===== src/pkg/ccu4_regs.svh =====
// Register offsets, bit positions and reset values of the channel-four compare unit
`ifndef CCU4_REGS_SVH
`define CCU4_REGS_SVH
`define CCU4_ADDR_CFG 8'hC9
`define CCU4_ADDR_CMPL 8'hCA
`define CCU4_ADDR_CMPH 8'hCB
`define CCU4_RD_NONE 8'h00
`define CCU4_CFG_RST 8'h00
`define CCU4_CMP_RST 16'h0000
`define CCU4_P5_RST 8'h00
`define CCU4_BIT_LO 0
`define CCU4_BIT_CHAN_FOUR_MODE_SELECT 1
`endif


===== src/pkg/ccu4_pkg.sv =====
// Types shared by the channel-four compare unit
package ccu4_pkg;
   typedef enum logic [1:0] {
      CCU4_CC_OFF = 2'h0,
      CCU4_CAP_PIN = 2'h1,
      CCU4_CMP_ON = 2'h2,
      CCU4_CAP_WR = 2'h3
   } ccu4_cc_mode_t;

   // Layout of compare4_config, msb first
   typedef struct packed {
      logic port5_mode_select_hi;
      logic [2:0] port5_count;
      ccu4_cc_mode_t cc_mode;
      logic chan_four_mode_select;
      logic port5_mode_select_lo;
   } ccu4_cfg_t;

   // Output lines driven by the channel
   typedef struct packed {
      logic cc4_pin;
      logic [7:0] port5_val;
      logic [7:0] port5_sel;
   } ccu4_pins_t;
endpackage : ccu4_pkg


===== src/rtl/ccu4_compare.sv =====
// Channel-four compare/capture unit with concurrent compare onto port 5
// How it works
// - The compare register is matched only against the timer 2 count.
// - Channel four has all compare behaviours and its own config register.
// - Mode-select bit 1 gives compare mode 1, bit 0 gives mode 0.
// - Writing low port-5 select bit forces mode 1, and enables concurrent compare when the high select bit is clear.
// - A concurrent match drives a 9-bit pattern onto the pin and the connected port-5 lines (0 through n) together.
// - Mode 1 holds a preset level in a shadow latch, moved out on match.
// - A 3-bit count n connects port-5 lines 0 through n.
// - The channel-four pin is the compare output in every compare mode.
// - A two-bit field selects the compare or capture behaviour.
// - Two port-5 select bits choose concurrent compare or compare mode 2.
//
// Chosen here: strobed register access.
`timescale 1ns/1ps
`include "ccu4_regs.svh"

module ccu4_compare
   import ccu4_pkg::*;
#(
   parameter int P5_LINES = 8,
   parameter int CMP_W = 16
) (
   input wire logic clk_sys_in,
   input wire logic rst_in,
   input wire logic [7:0] addr_in,
   input wire logic [7:0] wdata_in,
   input wire logic wr_in,
   input wire logic rd_in,
   output logic [7:0] rdata_out,
   input wire logic [CMP_W-1:0] timer2_count_in,
   input wire logic timer2_ovf_in,
   input wire logic p14_latch_in,
   input wire logic [P5_LINES-1:0] port5_latch_in,
   input wire logic cc4_pin_in,
   input wire logic cap_rising_in,
   output ccu4_pins_t pins_out,
   output logic port5_mode2_out
);

   ////////////////////////////////////////////////////////////////////////
   // Decode helpers

   // Count n selects lines 0..n
   function automatic logic [P5_LINES-1:0] line_mask(input logic [2:0] n);
      logic [P5_LINES-1:0] m;
      m = '0;
      for (int i = 0; i < P5_LINES; i++) begin
         m[i] = (i <= int'(n));
      end
      return m;
   endfunction : line_mask

   ////////////////////////////////////////////////////////////////////////
   // State

   ccu4_cfg_t cfg_q;
   ccu4_cfg_t cfg_d;
   logic [CMP_W-1:0] cmp_q;
   logic [CMP_W-1:0] cmp_d;
   logic [7:0] rdata_q;
   logic eq_q;
   logic shadow_q;
   logic pin_s1_q;
   logic pin_s2_q;
   logic cap_pend_q;
   ccu4_pins_t pins_q;
   ccu4_pins_t pins_d;
   logic [P5_LINES-1:0] p5_next;

   ////////////////////////////////////////////////////////////////////////
   // Register bus decode

   wire logic sel_cfg = (addr_in == `CCU4_ADDR_CFG);
   wire logic sel_cmpl = (addr_in == `CCU4_ADDR_CMPL);
   wire logic sel_cmph = (addr_in == `CCU4_ADDR_CMPH);
   wire logic wr_cfg = wr_in & sel_cfg;
   wire logic wr_cmpl = wr_in & sel_cmpl;
   wire logic wr_cmph = wr_in & sel_cmph;

   // Unmapped offsets read as zero
   wire logic [7:0] rd_mux = sel_cfg ? 8'(cfg_q) :
                             sel_cmpl ? cmp_q[7:0] :
                             sel_cmph ? cmp_q[15:8] :
                             `CCU4_RD_NONE;

   ////////////////////////////////////////////////////////////////////////
   // Mode decode

   wire logic cmp_en = (cfg_q.cc_mode == CCU4_CMP_ON);
   wire logic cap_pin_en = (cfg_q.cc_mode == CCU4_CAP_PIN);
   wire logic cap_wr_en = (cfg_q.cc_mode == CCU4_CAP_WR);
   wire logic mode1 = cfg_q.chan_four_mode_select;
   // Concurrent compare only with select bits 01; hi set means mode 2 at P5
   wire logic conc_en = cmp_en & cfg_q.port5_mode_select_lo
                        & ~cfg_q.port5_mode_select_hi;
   wire logic [P5_LINES-1:0] mask = line_mask(cfg_q.port5_count);

   ////////////////////////////////////////////////////////////////////////
   // Compare against timer 2 only

   wire logic eq = (cmp_q == timer2_count_in);
   // Edge of equality so a stalled timer fires once
   wire logic match_ev = cmp_en & eq & ~eq_q;

   ////////////////////////////////////////////////////////////////////////
   // Capture event detection

   // Pin is synchronous already; two samples give the transition
   wire logic pin_edge = cap_rising_in ? (pin_s1_q & ~pin_s2_q)
                                       : (~pin_s1_q & pin_s2_q);
   wire logic cap_req = (cap_pin_en & pin_edge) | (cap_wr_en & wr_cmpl);

   ////////////////////////////////////////////////////////////////////////
   // Next-state logic

   always_comb begin
      cfg_d = cfg_q;
      if (wr_cfg) begin
         cfg_d = ccu4_cfg_t'(wdata_in);
         // Setting the low select bit forces compare mode 1
         cfg_d.chan_four_mode_select = wdata_in[`CCU4_BIT_CHAN_FOUR_MODE_SELECT]
                                       | wdata_in[`CCU4_BIT_LO];
      end
   end

   always_comb begin
      cmp_d = cmp_q;
      if (wr_cmpl) begin
         cmp_d[7:0] = wdata_in;
      end
      if (wr_cmph) begin
         cmp_d[15:8] = wdata_in;
      end
      // Capture beats a software write in the same cycle
      if (cap_pend_q) begin
         cmp_d = timer2_count_in;
      end
   end

   always_comb begin
      pins_d = pins_q;
      pins_d.port5_sel = conc_en ? mask : '0;
      // Built per line below so unselected lines never move
      pins_d.port5_val = p5_next;
      if (match_ev) begin
         // Pin follows the compare in every compare mode
         pins_d.cc4_pin = mode1 ? shadow_q : 1'b1;
      end else if (cmp_en & ~mode1 & timer2_ovf_in) begin
         pins_d.cc4_pin = 1'b0;
      end
   end

   // Each port-5 line moves only when connected and matched
   for (genvar g = 0; g < P5_LINES; g++) begin : g_p5
      wire logic upd = match_ev & conc_en & mask[g];
      assign p5_next[g] = upd ? port5_latch_in[g] : pins_q.port5_val[g];
   end

   ////////////////////////////////////////////////////////////////////////
   // Flops

   always_ff @(posedge clk_sys_in or posedge rst_in) begin
      if (rst_in) begin
         cfg_q <= ccu4_cfg_t'(`CCU4_CFG_RST);
         cmp_q <= `CCU4_CMP_RST;
         rdata_q <= `CCU4_RD_NONE;
      end else begin
         cfg_q <= cfg_d;
         cmp_q <= cmp_d;
         // Data stands one cycle only; idle cycles return zero
         rdata_q <= rd_in ? rd_mux : `CCU4_RD_NONE;
      end
   end

   always_ff @(posedge clk_sys_in or posedge rst_in) begin
      if (rst_in) begin
         eq_q <= 1'b0;
         shadow_q <= 1'b0;
         pin_s1_q <= 1'b0;
         pin_s2_q <= 1'b0;
         cap_pend_q <= 1'b0;
      end else begin
         eq_q <= eq;
         shadow_q <= p14_latch_in;
         pin_s1_q <= cc4_pin_in;
         pin_s2_q <= pin_s1_q;
         // Capture lands a cycle after the request, never in it
         cap_pend_q <= cap_req;
      end
   end

   always_ff @(posedge clk_sys_in or posedge rst_in) begin
      if (rst_in) begin
         pins_q <= '{cc4_pin: 1'b0, port5_val: `CCU4_P5_RST, port5_sel: `CCU4_P5_RST};
      end else begin
         pins_q <= pins_d;
      end
   end

   assign rdata_out = rdata_q;
   assign pins_out = pins_q;
   assign port5_mode2_out = cfg_q.port5_mode_select_hi;
endmodule : ccu4_compare


===== config.mk =====
export PLATFORM = sky130hd
export DESIGN_NAME = ccu4_compare
export DESIGN_NICKNAME = d
export VERILOG_FILES = /design/src/pkg/ccu4_pkg.sv /design/src/rtl/ccu4_compare.sv
export VERILOG_INCLUDE_DIRS = /design/src /design/src/pkg
export SDC_FILE = /design/constraint.sdc
export NUM_CORES = 1
export LEC_CHECK = 0
export BUFFER_PORTS_ARGS = -buffer_cell sky130_fd_sc_hd__buf_2
export CORE_UTILIZATION = 46
export DETAILED_ROUTE_END_ITERATION = 10
export GPL_TIMING_DRIVEN = 0
export PLACE_DENSITY = 0.81
export SLEW_MARGIN = 20
export SYNTH_ARGS = -nofsm -noshare
export SYNTH_HDL_FRONTEND = slang
export SYNTH_SLANG_ARGS = --single-unit

===== constraint.sdc =====
create_clock -name clk_sys_in -period 1.81 [get_ports clk_sys_in]
set_clock_uncertainty 0.2 [all_clocks]
set_input_delay 0.0905 -clock clk_sys_in [delete_from_list [all_inputs] [get_ports clk_sys_in]]
set_output_delay 0.0905 -clock clk_sys_in [all_outputs]
set_load 0.01 [all_outputs]

; After elaboration in Yosys (flattened, before gate mapping)
; Index checks and enable logic that the tools add are counted.
[totals]
register_bits = 54
output_inout_bits = 26
[classes]
order_cmp = 7
n_reduce_logical = 3
n_eq_ne = 7
n_bitwise = 28
mux = 12
[ops]
columns = op, n
row1 = two-way mux 8 bit, 7
row2 = == test 8 bit (second input constant), 3
row3 = bitwise AND 1 bit, 21
row4 = == test 16 bit, 1
row5 = two-way mux 16 bit, 1
row6 = less-or-equal comparator 3 bit (first input constant), 4
row7 = less-or-equal comparator 2 x 3 -> 1 bit (first input constant), 2
row8 = nonzero test 2 bit, 3
row9 = NOT 1 bit, 5
row10 = == test 2 bit (second input constant), 2
row11 = two-way mux 1 bit, 4
row12 = less-or-equal comparator 1 x 3 -> 1 bit (first input constant), 1
row13 = == test 2 x 1 -> 1 bit (second input constant), 1
row14 = bitwise OR 1 bit, 2

; Depth between registers and ports, before layout
; Gate-level depths: netlist (run 1).
[depth]
word_depth = 5
mapped_depth = 6

; Worst setup path after synthesis (run 1)
; Ideal clock, no wire load.
[synth_timing]
path_kind = register to register
startpoint = register cmp_q[2]
endpoint = register pins_q, in the netlist pins_out[15]
period_less_slack_ns = 1.865
t_required_ns = 1.483
setup_time_ns = 0.127
arrival_time_ns = 1.538
path_buffers = 1
stages_incl_launch_ff = 7
path_slack_ns = -0.055
path_cell_list = dfrtp_1 -> xnor2_1 -> nand4_1 -> nor4_1 -> buf_4 -> nand3_1 -> mux2_1
[synth_between]
elab_chain_len = 5
[synth_lines]
columns = element, line
row1 = from (decl), ccu4_compare.sv:59  ; logic [CMP_W-1:0] cmp_q;
row2 = from (signal assigned), ccu4_compare.sv:166  ; cmp_q <= `CCU4_CMP_RST;
row3 = from (signal assigned), ccu4_compare.sv:170  ; cmp_q <= cmp_d;
row4 = == test 16 bit, ccu4_compare.sv:102  ; wire logic eq = (cmp_q == timer2_count_in);
row5 = via eq, ccu4_compare.sv:102
row6 = bitwise AND 1 bit (2 in a row), ccu4_compare.sv:104  ; wire logic match_ev = cmp_en & eq & ~eq_q;
row7 = bitwise AND 1 bit (2 in a row), ccu4_compare.sv:156  ; wire logic upd = match_ev & conc_en & mask[g];
row8 = to (signal assigned), ccu4_compare.sv:195  ; pins_q <= '{cc4_pin: 1'b0, port5_val: `CCU4_P5_RST, port5_sel: `CCU4_P5_RST};
row9 = to (signal assigned), ccu4_compare.sv:197  ; pins_q <= pins_d;
row10 = to (decl), ccu4_compare.sv:67  ; ccu4_pins_t pins_q;
; The timed path passes the listed nets, and every way through them passes these cells.
; A chain may end at the register's enable or synchronous reset.

; Final worst setup path (run 1)
[layout_timing]
startpoint = register cmp_q[14]
endpoint = register pins_q, in the netlist pins_out[14]
; The elaborated chain is that of the path after synthesis.

==> results.py, run 1 <==
metrics = {
    "outcome": {
        "status": "complete, but fails checks",
        "violations": "setup timing",
    },
    "synthesis": {
        "synth-xor-area-share_pct": 5.504,
        "synth_fa_ha_area_share_pct": 0,
        "mappedNetlistNets": 248,
        "area_fraction_in_compound_gates_after_synthesis_pct": 3.636,
        "share_of_synthesized_cell_area_in_and_or_nand_and_nor_gates_pct": 15.33,
        "synth_edf_count": 0,
        "synth-warning-count": 0,
        "combinational_family_with_the_most_area_after_synthesis": "multiplexers",
        "synthesis_stage_register_bit_count": 54,
        "syn-mean-instance-area_um2": 12.73,
        "proportion_of_synthesized_area_in_mux_cells_pct": 20.79,
        "yosys.cell_types.count": 34,
        "ys.flop_type": "dfrtp_1",
        "async_reset_ff_share_pct": 100.0,
        "syn-instance-count": 200,
        "syn-cell-area_um2": 2546,
        "synth.yosys.seq_area_share_pct": 53.07,
    },
    "sta": {
        "final_min_period_over_clock_period_pct": 112.6,
        "final_hold_viol_count": 0,
        "max_slew.worst_pin.slew_ps": 570.9,
        "max_freq_mhz": 490.9,
        "sum_of_negative_setup_slack_ps": -1731,
        "setup_failing_eps_final": 9,
        "worst_slew_margin_rel_pct": 61.90,
        "slew_viol_final": 0,
        "fin_crit_ps": 2037,
        "postLayoutSetupSlackWorst_ps": -227.2,
        "rsz0062_at_grt": "yes",
    },
    "pwr": {
        "power.total_mw": 2.795,
        "static-leakage-power_nw": 1.885,
        "pwr_density_cell_nw_per_um2": 761.8,
        "worst_ir_drop_vdd_uv": 426.1,
    },
    "global_routing": {
        "antenna_found_initial": 0,
        "vias_in_the_first_global_route": 2184,
        "global_route.peak_usage_layer": "met2",
        "use_met2_pct": 39.28,
        "grt_max_degree": 35,
        "grt_use_total_pct": 22.98,
        "grt-ovfl-total": 0,
        "use_met3_pct": 5.509,
        "global_route_wire_length_before_repair_um": 10270,
        "global_route.usage.met1_pct": 27.13,
    },
    "detailed_routing": {
        "drt-wirelength-per-cell_um": 16.48,
        "detailedRoute.firstIterationViolations": 160,
        "via_per_inst": 5.398,
        "route.final.wire_length_um": 6576,
        "drcViolationCount": 0,
        "via_count": 2154,
        "route.antenna.remaining_nets": 0,
        "detail_route.first_pass.iterations": 4,
    },
    "floorplan": {
        "rows": 26,
        "die_w_um": 76.40,
        "top_level_ports": 74,
        "initial_utilization_pct": 48.92,
        "floorplan.core_area_um2": 5205,
        "design.die.area_um2": 5837,
        "fp.dieH_um": 76.40,
    },
    "placed_design": {
        "place_area_um2": 3034,
        "gp_routability_congestion": 0.9236,
        "hpwl_um": 4188,
        "port_buffers": 73,
    },
    "clock_tree": {
        "clock_sink_count": 54,
        "max-clock-path-buffers": 2,
        "cts_tree": "yes",
        "clk_latency_ps": 310,
        "clock_h_tree_levels": 2,
        "cts.clk_slew.worst_paths_ps": 100,
        "cts-root-buf": "clkbuf_8",
        "cts_buffers": 5,
    },
    "setup_path": {
        "reg2reg_setup_slack_ps": -230,
        "critical_path_class": "reg -> reg",
        "worst_setup_path_start_kind": "register",
        "cp_data_arrival_time_ps": 2040,
        "rr_worst_depth": 6,
        "capture_instance_of_the_worst_register_to_register_path": "pins_out[14]",
        "worst_ep_required_time_ps": 1820,
        "timing.rr.start": "cmp_q[14]",
        "critPathMaxFanout": 8,
        "worstSetupEndpointType": "register",
    },
    "worst_hold_path": {
        "hold_start": "cap_rising_in",
        "timing.hold.worst.class": "in -> reg",
        "worstHoldEndpoint": "cap_pend_q",
        "worst_hold_path.num_cells": 3,
    },
    "layout": {
        "area_growth_pct": 44.08,
        "nets": 376,
        "layout-drive-gt1-share_pct": 49.85,
        "n_antenna_cell": 0,
        "most_used_cells_in_the_layout_excluding_fill_and_tap_cells": "74 x buf_2, 51 x dfrtp_1, 43 x mux2_2",
        "most_common_cell_after_layout_fill_and_taps_aside": "buf_2",
        "layout.cell_area.non_filler_um2": 3669,
        "finalCoreUtilization_pct": 70.48,
        "num-fill-cells": 386,
    },
    "job": {
        "maxCapViolations": 0,
    },
}
## area by class of cell
type,count,area (um2),share of cell area [%]
buffer,5,27.53,0.7503
clock buffer,6,82.58,2.251
clock inverter,2,38.79,1.057
inverter,4,15.01,0.4093
multi-input combinational,136,1229,33.49
sequential,54,1355,36.94
tap,70,87.58,2.387
timing repair buffer,122,833.3,22.71
## routing by layer
layer,routed length (um),part of all wire [%]
met5,0,0
met4,232,3.5
met3,421,6.4
met2,3468,53
met1,2452,37
## cells by family (layout without fill, tap and decap cells)
logic type                count (synthesis)  count (layout)
AOI/OAI and AO/OA                        15              15
DFF                                      54              54
xor gates and xnor gates                 16              16
muxes                                    47              47
buffers and inverters                    10             139
and+or+nand+nor                          58              58
## worst max path at each step
stage | endpoint | startpoint | depth (start not counted)
floorplan | pins_out[15] | port5_mode2_out | 6
global placement | shadow_q | rst_in | 2
detailed placement | pins_out[14] | cmp_q[6] | 6
CTS | pins_out[14] | cmp_q[14] | 6
global route | pins_out[14] | cmp_q[7] | 6
finish | pins_out[14] | cmp_q[14] | 6
## Yosys cell counts, types with 2 or more instances
master / number / area (um2)
a21oi_1: 10 / 50.05
clkbuf_1: 3 / 11.26
dfrtp_1: 54 / 1351
inv_1: 4 / 15.01
mux2_1: 2 / 22.52
mux2_2: 45 / 506.7
nand2_1: 4 / 15.01
nand3_1: 8 / 40.04
nand4_1: 4 / 25.02
nand4b_4: 2 / 47.55
nor2_1: 18 / 67.56
nor4_1: 9 / 56.30
xnor2_1: 16 / 140.1
## critical path: stages, from the launching register on
cell and delay, ps:
dfrtp_1 420, xnor2_2 150, nand4_1 160, nor4_2 370, buf_4 230, nand3_2 90
mux2_4 320
## state kept, by name, summed over array words and instances (netlist names)
name,flops
shadow_q,1
rdata_out,8
pin_s1_q,1
pin_s2_q,1
port5_mode2_out,1
cfg_q,6
eq_q,1
cap_pend_q,1
mode1,1
cmp_q,16
pins_out,17
## report_power, final
part	internal, mW	switching (mW)
registers	1.30	0.0922
clock network	0.455	0.400
logic	0.342	0.209
total	2.09	0.701
## per-stage QoR
stage,hold slack (ps),cells,worst slack (ps)
final,20.28,399,-227.2
after global routing,30.80,399,-299.8
after CTS,-160.0,391,-212.6
after detailed placement,-58.08,344,-224.3
after global placement,-1.725,343,-428.8
after floorplan,-78.07,200,-39.14
## what timing repair did
action,in CTS,in global routing
hold endpoints to repair,86,1
setup buffers,5,9
pin swaps,4,7
resized for setup,1,14
hold buffers,34,1
endpoints found under the setup margin,19,13
Note: power is estimated with default switching activity, not from simulation.
==> run 2: changes to the inputs <==
--- a/config.mk
+++ b/config.mk
@@ -7,6 +7,7 @@
 export NUM_CORES = 1
 export LEC_CHECK = 0
 export BUFFER_PORTS_ARGS = -buffer_cell sky130_fd_sc_hd__buf_2
+export CORE_ASPECT_RATIO = 0.8
 export CORE_UTILIZATION = 46
 export DETAILED_ROUTE_END_ITERATION = 10
 export GPL_TIMING_DRIVEN = 0
==> run 2 against run 1 <==
Net effect: clock power about the same; flip-flop and latch count unchanged; clock-buffer cell count fell by 1; critical path depth is the same; global-route usage is 0.51 points lower; the flow still finishes with violations (setup timing); first-iteration DRC count down 41%; worst setup slack better by 30 ps; sequential share of layout area is 0.64 points higher; combinational power down 4.0%; sequential power hardly changed; maximum frequency increased by 1.5%; utilization decreased by 1.1 points.
==> results.py, run 2 (synthesized netlist as in run 1, its figures left out) <==
metrics = {
    "global_routing": {
        "grt_use_total_pct": 22.47,
        "vias_in_the_first_global_route": 2108,
        "antenna_found_initial": 0,
        "grt-ovfl-total": 0,
        "global_route_wire_length_before_repair_um": 9873,
        "grt_max_degree": 55,
    },
    "clock_tree": {
        "cts_buffers": 5,
        "cts.clk_slew.worst_paths_ps": 110,
        "clock_h_tree_levels": 2,
        "clock_sink_count": 54,
        "max-clock-path-buffers": 2,
        "cts-root-buf": "clkbuf_8",
        "clk_latency_ps": 320,
        "cts_tree": "yes",
    },
    "setup_path": {
        "worstSetupEndpointType": "register",
        "cp_data_arrival_time_ps": 2030,
        "critPathMaxFanout": 8,
        "timing.critical_path.slowest_stage_cell": "dfrtp_1",
        "critical_path_buf_inv_count": 1,
        "worst_ep_required_time_ps": 1830,
        "crit_chain": "xnor2_1 -> nand4_1 -> nor4_4 -> buf_6 -> nand3_2 -> mux2_4",
        "worst_setup_path_start_kind": "register",
        "slowest_delay_ps": 410,
        "critical_path_class": "reg -> reg",
        "path_delay_family": "simple AND/OR/NAND/NOR gates",
    },
    "sta": {
        "max_slew.worst_pin.slew_ps": 676.0,
        "setup_failing_eps_final": 10,
        "rsz0062_at_grt": "yes",
        "slew_viol_final": 0,
        "final_min_period_over_clock_period_pct": 110.9,
        "hold_slack_ps": 46.08,
        "max_freq_mhz": 498.2,
        "worst_slew_margin_rel_pct": 54.73,
        "final_hold_viol_count": 0,
        "postLayoutSetupSlackWorst_ps": -197.3,
        "fin_crit_ps": 2007,
    },
    "layout": {
        "layout-drive-gt1-share_pct": 47.24,
        "largest_register_ff_count": 17,
        "num-fill-cells": 381,
        "most_used_cells_in_the_layout_excluding_fill_and_tap_cells": "75 x buf_2, 54 x dfrtp_1, 44 x mux2_2",
        "n_antenna_cell": 0,
        "nets": 373,
        "area_growth_pct": 41.23,
        "most_common_cell_after_layout_fill_and_taps_aside": "buf_2",
    },
    "worst_hold_path": {
        "timing.hold.worst.class": "in -> reg",
    },
    "detailed_routing": {
        "route.final.wire_length_um": 6096,
        "via_per_inst": 5.314,
        "detail_route.first_pass.iterations": 4,
        "drt-wirelength-per-cell_um": 15.71,
        "drcViolationCount": 0,
        "detailedRoute.firstIterationViolations": 95,
        "route.antenna.remaining_nets": 0,
        "via_count": 2062,
    },
    "job": {
        "maxCapViolations": 0,
    },
    "floorplan": {
        "top_level_ports": 74,
        "rows": 23,
        "initial_utilization_pct": 49.15,
        "design.die.area_um2": 5839,
        "floorplan.core_area_um2": 5180,
        "die_w_um": 85.18,
        "fp.dieH_um": 68.55,
    },
    "placed_design": {
        "port_buffers": 73,
        "dp_slack_ps": -278.3,
        "hpwl_um": 4038,
        "gp_routability_congestion": 0.7996,
    },
    "outcome": {
        "status": "complete, but fails checks",
        "violations": "setup timing",
    },
    "pwr": {
        "worst_ir_drop_vdd_uv": 451.6,
        "pwr_density_cell_nw_per_um2": 770.2,
        "static-leakage-power_nw": 1.870,
    },
}
-- run 2: changes by cell type in the layout (fill, tap and decap cells not counted), sizes merged --
cell,before,now
buf,90,85
dlygate4sd3,35,36
inv,5,6
-- run 2: tightest hold or removal path, stage by stage --
cell and delay [ps]:
buf_2 90, nand4b_1 90, a22oi_1 90, a41oi_1 160
-- run 2: report_power, final --
group	switching, mW	leakage (nW)	total [mW]	internal (mW)
sequential	0.0859	0.731	1.38	1.30
combinational	0.199	1.08	0.529	0.330
clock	0.436	0.0591	0.858	0.423
total	0.721	1.87	2.77	2.05
-- run 2: area by class of cell --
class	instances	area [um2]	share of cell area (%)
plain buffers	6	32.53	0.9047
clock buffers	5	68.82	1.914
clock inverters	3	47.55	1.322
inverters	4	17.52	0.4871
multi-input cells	136	1207	33.58
flip-flops and latches	54	1351	37.58
well taps	62	77.57	2.157
repair buffers	118	793.3	22.06
-- run 2: worst paths after layout --
kind	startpoint	endpoint	slack [ps]	cells past startpoint
worst min-delay path	timer2_ovf_in	pins_out[16]	50	4
worst max-delay path	cmp_q[8]	pins_out[14]	-200	6
worst max register to register	cmp_q[8]	pins_out[14]	-200	6
min in group asynchronous	rst_in	pins_out[10]	200	3
max in group asynchronous	rst_in	cmp_q[15]	770	3
worst min register to register	pin_s1_q	pin_s2_q	210	0
-- run 2: layer usage --
layer | vias to the layer above | track usage [%] | wire length (um)
li1 | 977 | - | -
met1 | 1004 | 29.51 | 2850
met2 | 70 | 37.30 | 2803
met3 | 11 | 4.881 | 347
met4 | 0 | 8.475 | 94
met5 | - | 0 | 0
-- run 2: repair_timing --
item / in CTS / in global routing
hold buffers: 36 / 0
pin swaps: 7 / 7
buffers inserted: 8 / 1
endpoints found under the hold margin: 89 / 0
gates resized for setup: 3 / 5
endpoints found under the setup margin: 19 / 10
-- run 2: stage by stage --
stage | setup TNS (ps) | cell area (um2) | cells | util, % | power (mW)
after global placement | -28670 | 3004 | 335 | 58.00 | 1.795
after CTS | -1569 | 3557 | 387 | 68.67 | 2.749
after detailed placement | -3358 | 3007 | 335 | 58.04 | 1.813
after floorplan | -39.14 | 2561 | 200 | - | 1.674
after global routing | -2279 | 3596 | 388 | 69.42 | 2.874
final | -1721 | 3596 | 388 | 69.42 | 2.769
==> run 3: changes to the inputs <==
--- a/config.mk
+++ b/config.mk
@@ -8,7 +8,9 @@
 export LEC_CHECK = 0
 export BUFFER_PORTS_ARGS = -buffer_cell sky130_fd_sc_hd__buf_2
 export CORE_ASPECT_RATIO = 0.8
+export CORE_MARGIN = 5
 export CORE_UTILIZATION = 46
+export CTS_BUF_LIST = sky130_fd_sc_hd__clkbuf_16
 export DETAILED_ROUTE_END_ITERATION = 10
 export GPL_TIMING_DRIVEN = 0
 export PLACE_DENSITY = 0.81
==> run 3 against run 2 <==
Net effect: the flow still finishes with violations (setup timing); sequential power is essentially flat; final area rose by 1.6%; flip-flop and latch count did not move; non-clock buffer count decreased by 3; worst setup slack got worse by 67 ps; utilization is 1.8 points lower; via count up 1.7%; total power grew 5.1%; first-iteration DRC count increased by 2.1%; maximum frequency is 3.2% lower.
==> results.py, run 3 (synthesized netlist as in run 1, its figures left out) <==
metrics = {
    "outcome": {
        "status": "complete, but fails checks",
        "violations": "setup timing",
    },
    "setup_path": {
        "slowest_delay_ps": 420,
        "critical_path_class": "reg -> reg",
        "worst_setup_path_start_kind": "register",
        "cp_data_arrival_time_ps": 2050,
        "worst_ep_required_time_ps": 1790,
        "critical_path_buf_inv_count": 1,
        "critPathMaxFanout": 8,
        "crit_chain": "xnor2_2 -> nand4_1 -> nor4_4 -> buf_6 -> nand3_1 -> mux2_2",
        "worstSetupEndpointType": "register",
        "timing.critical_path.slowest_stage_cell": "dfrtp_1",
        "path_delay_family": "simple AND/OR/NAND/NOR gates",
    },
    "global_routing": {
        "global_route_wire_length_before_repair_um": 10980,
        "grt_use_total_pct": 19.80,
        "grt-ovfl-total": 0,
        "antenna_found_initial": 0,
        "grt_max_degree": 55,
        "vias_in_the_first_global_route": 2273,
    },
    "sta": {
        "hold_slack_ps": 16.84,
        "fin_crit_ps": 2074,
        "slew_viol_final": 0,
        "worst_slew_margin_rel_pct": 50.73,
        "setup_failing_eps_final": 9,
        "max_slew.worst_pin.slew_ps": 735.8,
        "final_hold_viol_count": 0,
        "postLayoutSetupSlackWorst_ps": -263.9,
        "max_freq_mhz": 482.2,
        "sum_of_negative_setup_slack_ps": -2179,
        "rsz0062_at_grt": "yes",
        "final_min_period_over_clock_period_pct": 114.6,
    },
    "layout": {
        "most_common_cell_after_layout_fill_and_taps_aside": "buf_2",
        "most_used_cells_in_the_layout_excluding_fill_and_tap_cells": "74 x buf_2, 52 x dfrtp_1, 44 x mux2_2",
        "finalCoreUtilization_pct": 67.62,
        "nets": 370,
        "area_growth_pct": 43.54,
        "n_antenna_cell": 0,
        "layout-drive-gt1-share_pct": 49.23,
        "largest_register_ff_count": 17,
    },
    "floorplan": {
        "top_level_ports": 74,
        "fp.dieH_um": 76.55,
        "die_w_um": 93.18,
        "floorplan.core_area_um2": 5405,
        "design.die.area_um2": 7132,
        "initial_utilization_pct": 47.11,
        "rows": 24,
    },
    "detailed_routing": {
        "detailedRoute.firstIterationViolations": 97,
        "route.antenna.remaining_nets": 0,
        "dr_wl_met2_um": 3366,
        "drt-wirelength-per-cell_um": 17.53,
        "via_per_inst": 5.405,
        "via_count": 2097,
        "route.final.wire_length_um": 6800,
        "drcViolationCount": 0,
        "detail_route.first_pass.iterations": 4,
        "met3RoutedLength_um": 496,
        "dr.max_layer_used": "met4",
        "drt-met1-wl_um": 2788,
    },
    "clock_tree": {
        "clock_sink_count": 54,
        "cts-root-buf": "clkbuf_16",
        "clk_latency_ps": 290,
        "cts_tree": "yes",
        "cts.clk_slew.worst_paths_ps": 70,
        "max-clock-path-buffers": 2,
        "clock_h_tree_levels": 2,
        "cts_buffers": 5,
    },
    "job": {
        "maxCapViolations": 0,
    },
    "placed_design": {
        "gp_routability_congestion": 0.8067,
        "port_buffers": 73,
        "hpwl_um": 4492,
        "dp_slack_ps": -330.4,
    },
    "worst_hold_path": {
        "timing.hold.worst.class": "in -> reg",
    },
    "pwr": {
        "pwr_density_cell_nw_per_um2": 796.5,
        "power.total_mw": 2.911,
        "static-leakage-power_nw": 1.878,
        "worst_ir_drop_vdd_uv": 435.9,
    },
}
[run 3: cell count changes in the layout (fill, tap and decap cells not counted), moves of 2 or more]
cell       change
clkbuf_16      +5
clkbuf_8       -5
dfrtp_1        -2
dfrtp_2        +2
inv_6          -2
xnor2_1        -3
xnor2_2        +3
[run 3: metrics by stage]
| stage | cell area, um2 | std cells |
|---|---|---|
| 2_1_floorplan | 2561 | 200 |
| 3_3_place_gp | 3008 | 338 |
| 3_5_place_dp | 3010 | 338 |
| 4_1_cts | 3562 | 387 |
| 5_1_grt | 3655 | 388 |
| 6_report | 3655 | 388 |
[run 3: final timing paths]
path	start	end	slack, ps	depth (start not counted)
setup reg to reg	cmp_q[0]	pins_out[13]	-260	6
setup / recovery	cmp_q[0]	pins_out[13]	-260	6
min in group asynchronous	rst_in	pins_out[15]	240	3
max in group asynchronous	rst_in	cfg_q[2]	680	3
hold / removal	cap_rising_in	cap_pend_q	20	3
hold reg to reg	pin_s1_q	pin_s2_q	200	0
[run 3: what timing repair did]
item | in CTS | in global routing
pin swaps | 6 | 2
setup endpoints to repair | 19 | 10
endpoints found under the hold margin | 88 | 1
setup buffers | 7 | 1
resized for setup | 5 | 12
hold buffers | 34 | 1
[run 3: tightest hold or removal path, cell delays in order]
cell,delay (ps)
buf_2,80
and3b_1,140
o311a_1,160
[run 3: area by class of cell]
class	count	area, um2
multi-input combinational	136	1252
clock buffer	5	125.1
fill	399	1750
timing repair buffer	115	768.2
inverter	4	17.52
sequential	54	1354
buffer	6	35.03
tap	65	81.33
clock inverter	3	21.27
[run 3: power breakdown]
| part | total, mW | switching (mW) | leakage [nW] | internal, mW |
|---|---|---|---|---|
| logic | 0.553 | 0.212 | 1.08 | 0.340 |
| clock network | 0.954 | 0.441 | 0.0698 | 0.513 |
| registers | 1.40 | 0.107 | 0.727 | 1.30 |
| total | 2.91 | 0.760 | 1.88 | 2.15 |
[run 3: metal layers]
metal / GRT usage [%] / vias up
li1: - / 966
met4: 5.710 / 0
met5: 0 / -
met2: 32.35 / 83
met1: 25.27 / 1032
met3: 6.120 / 16
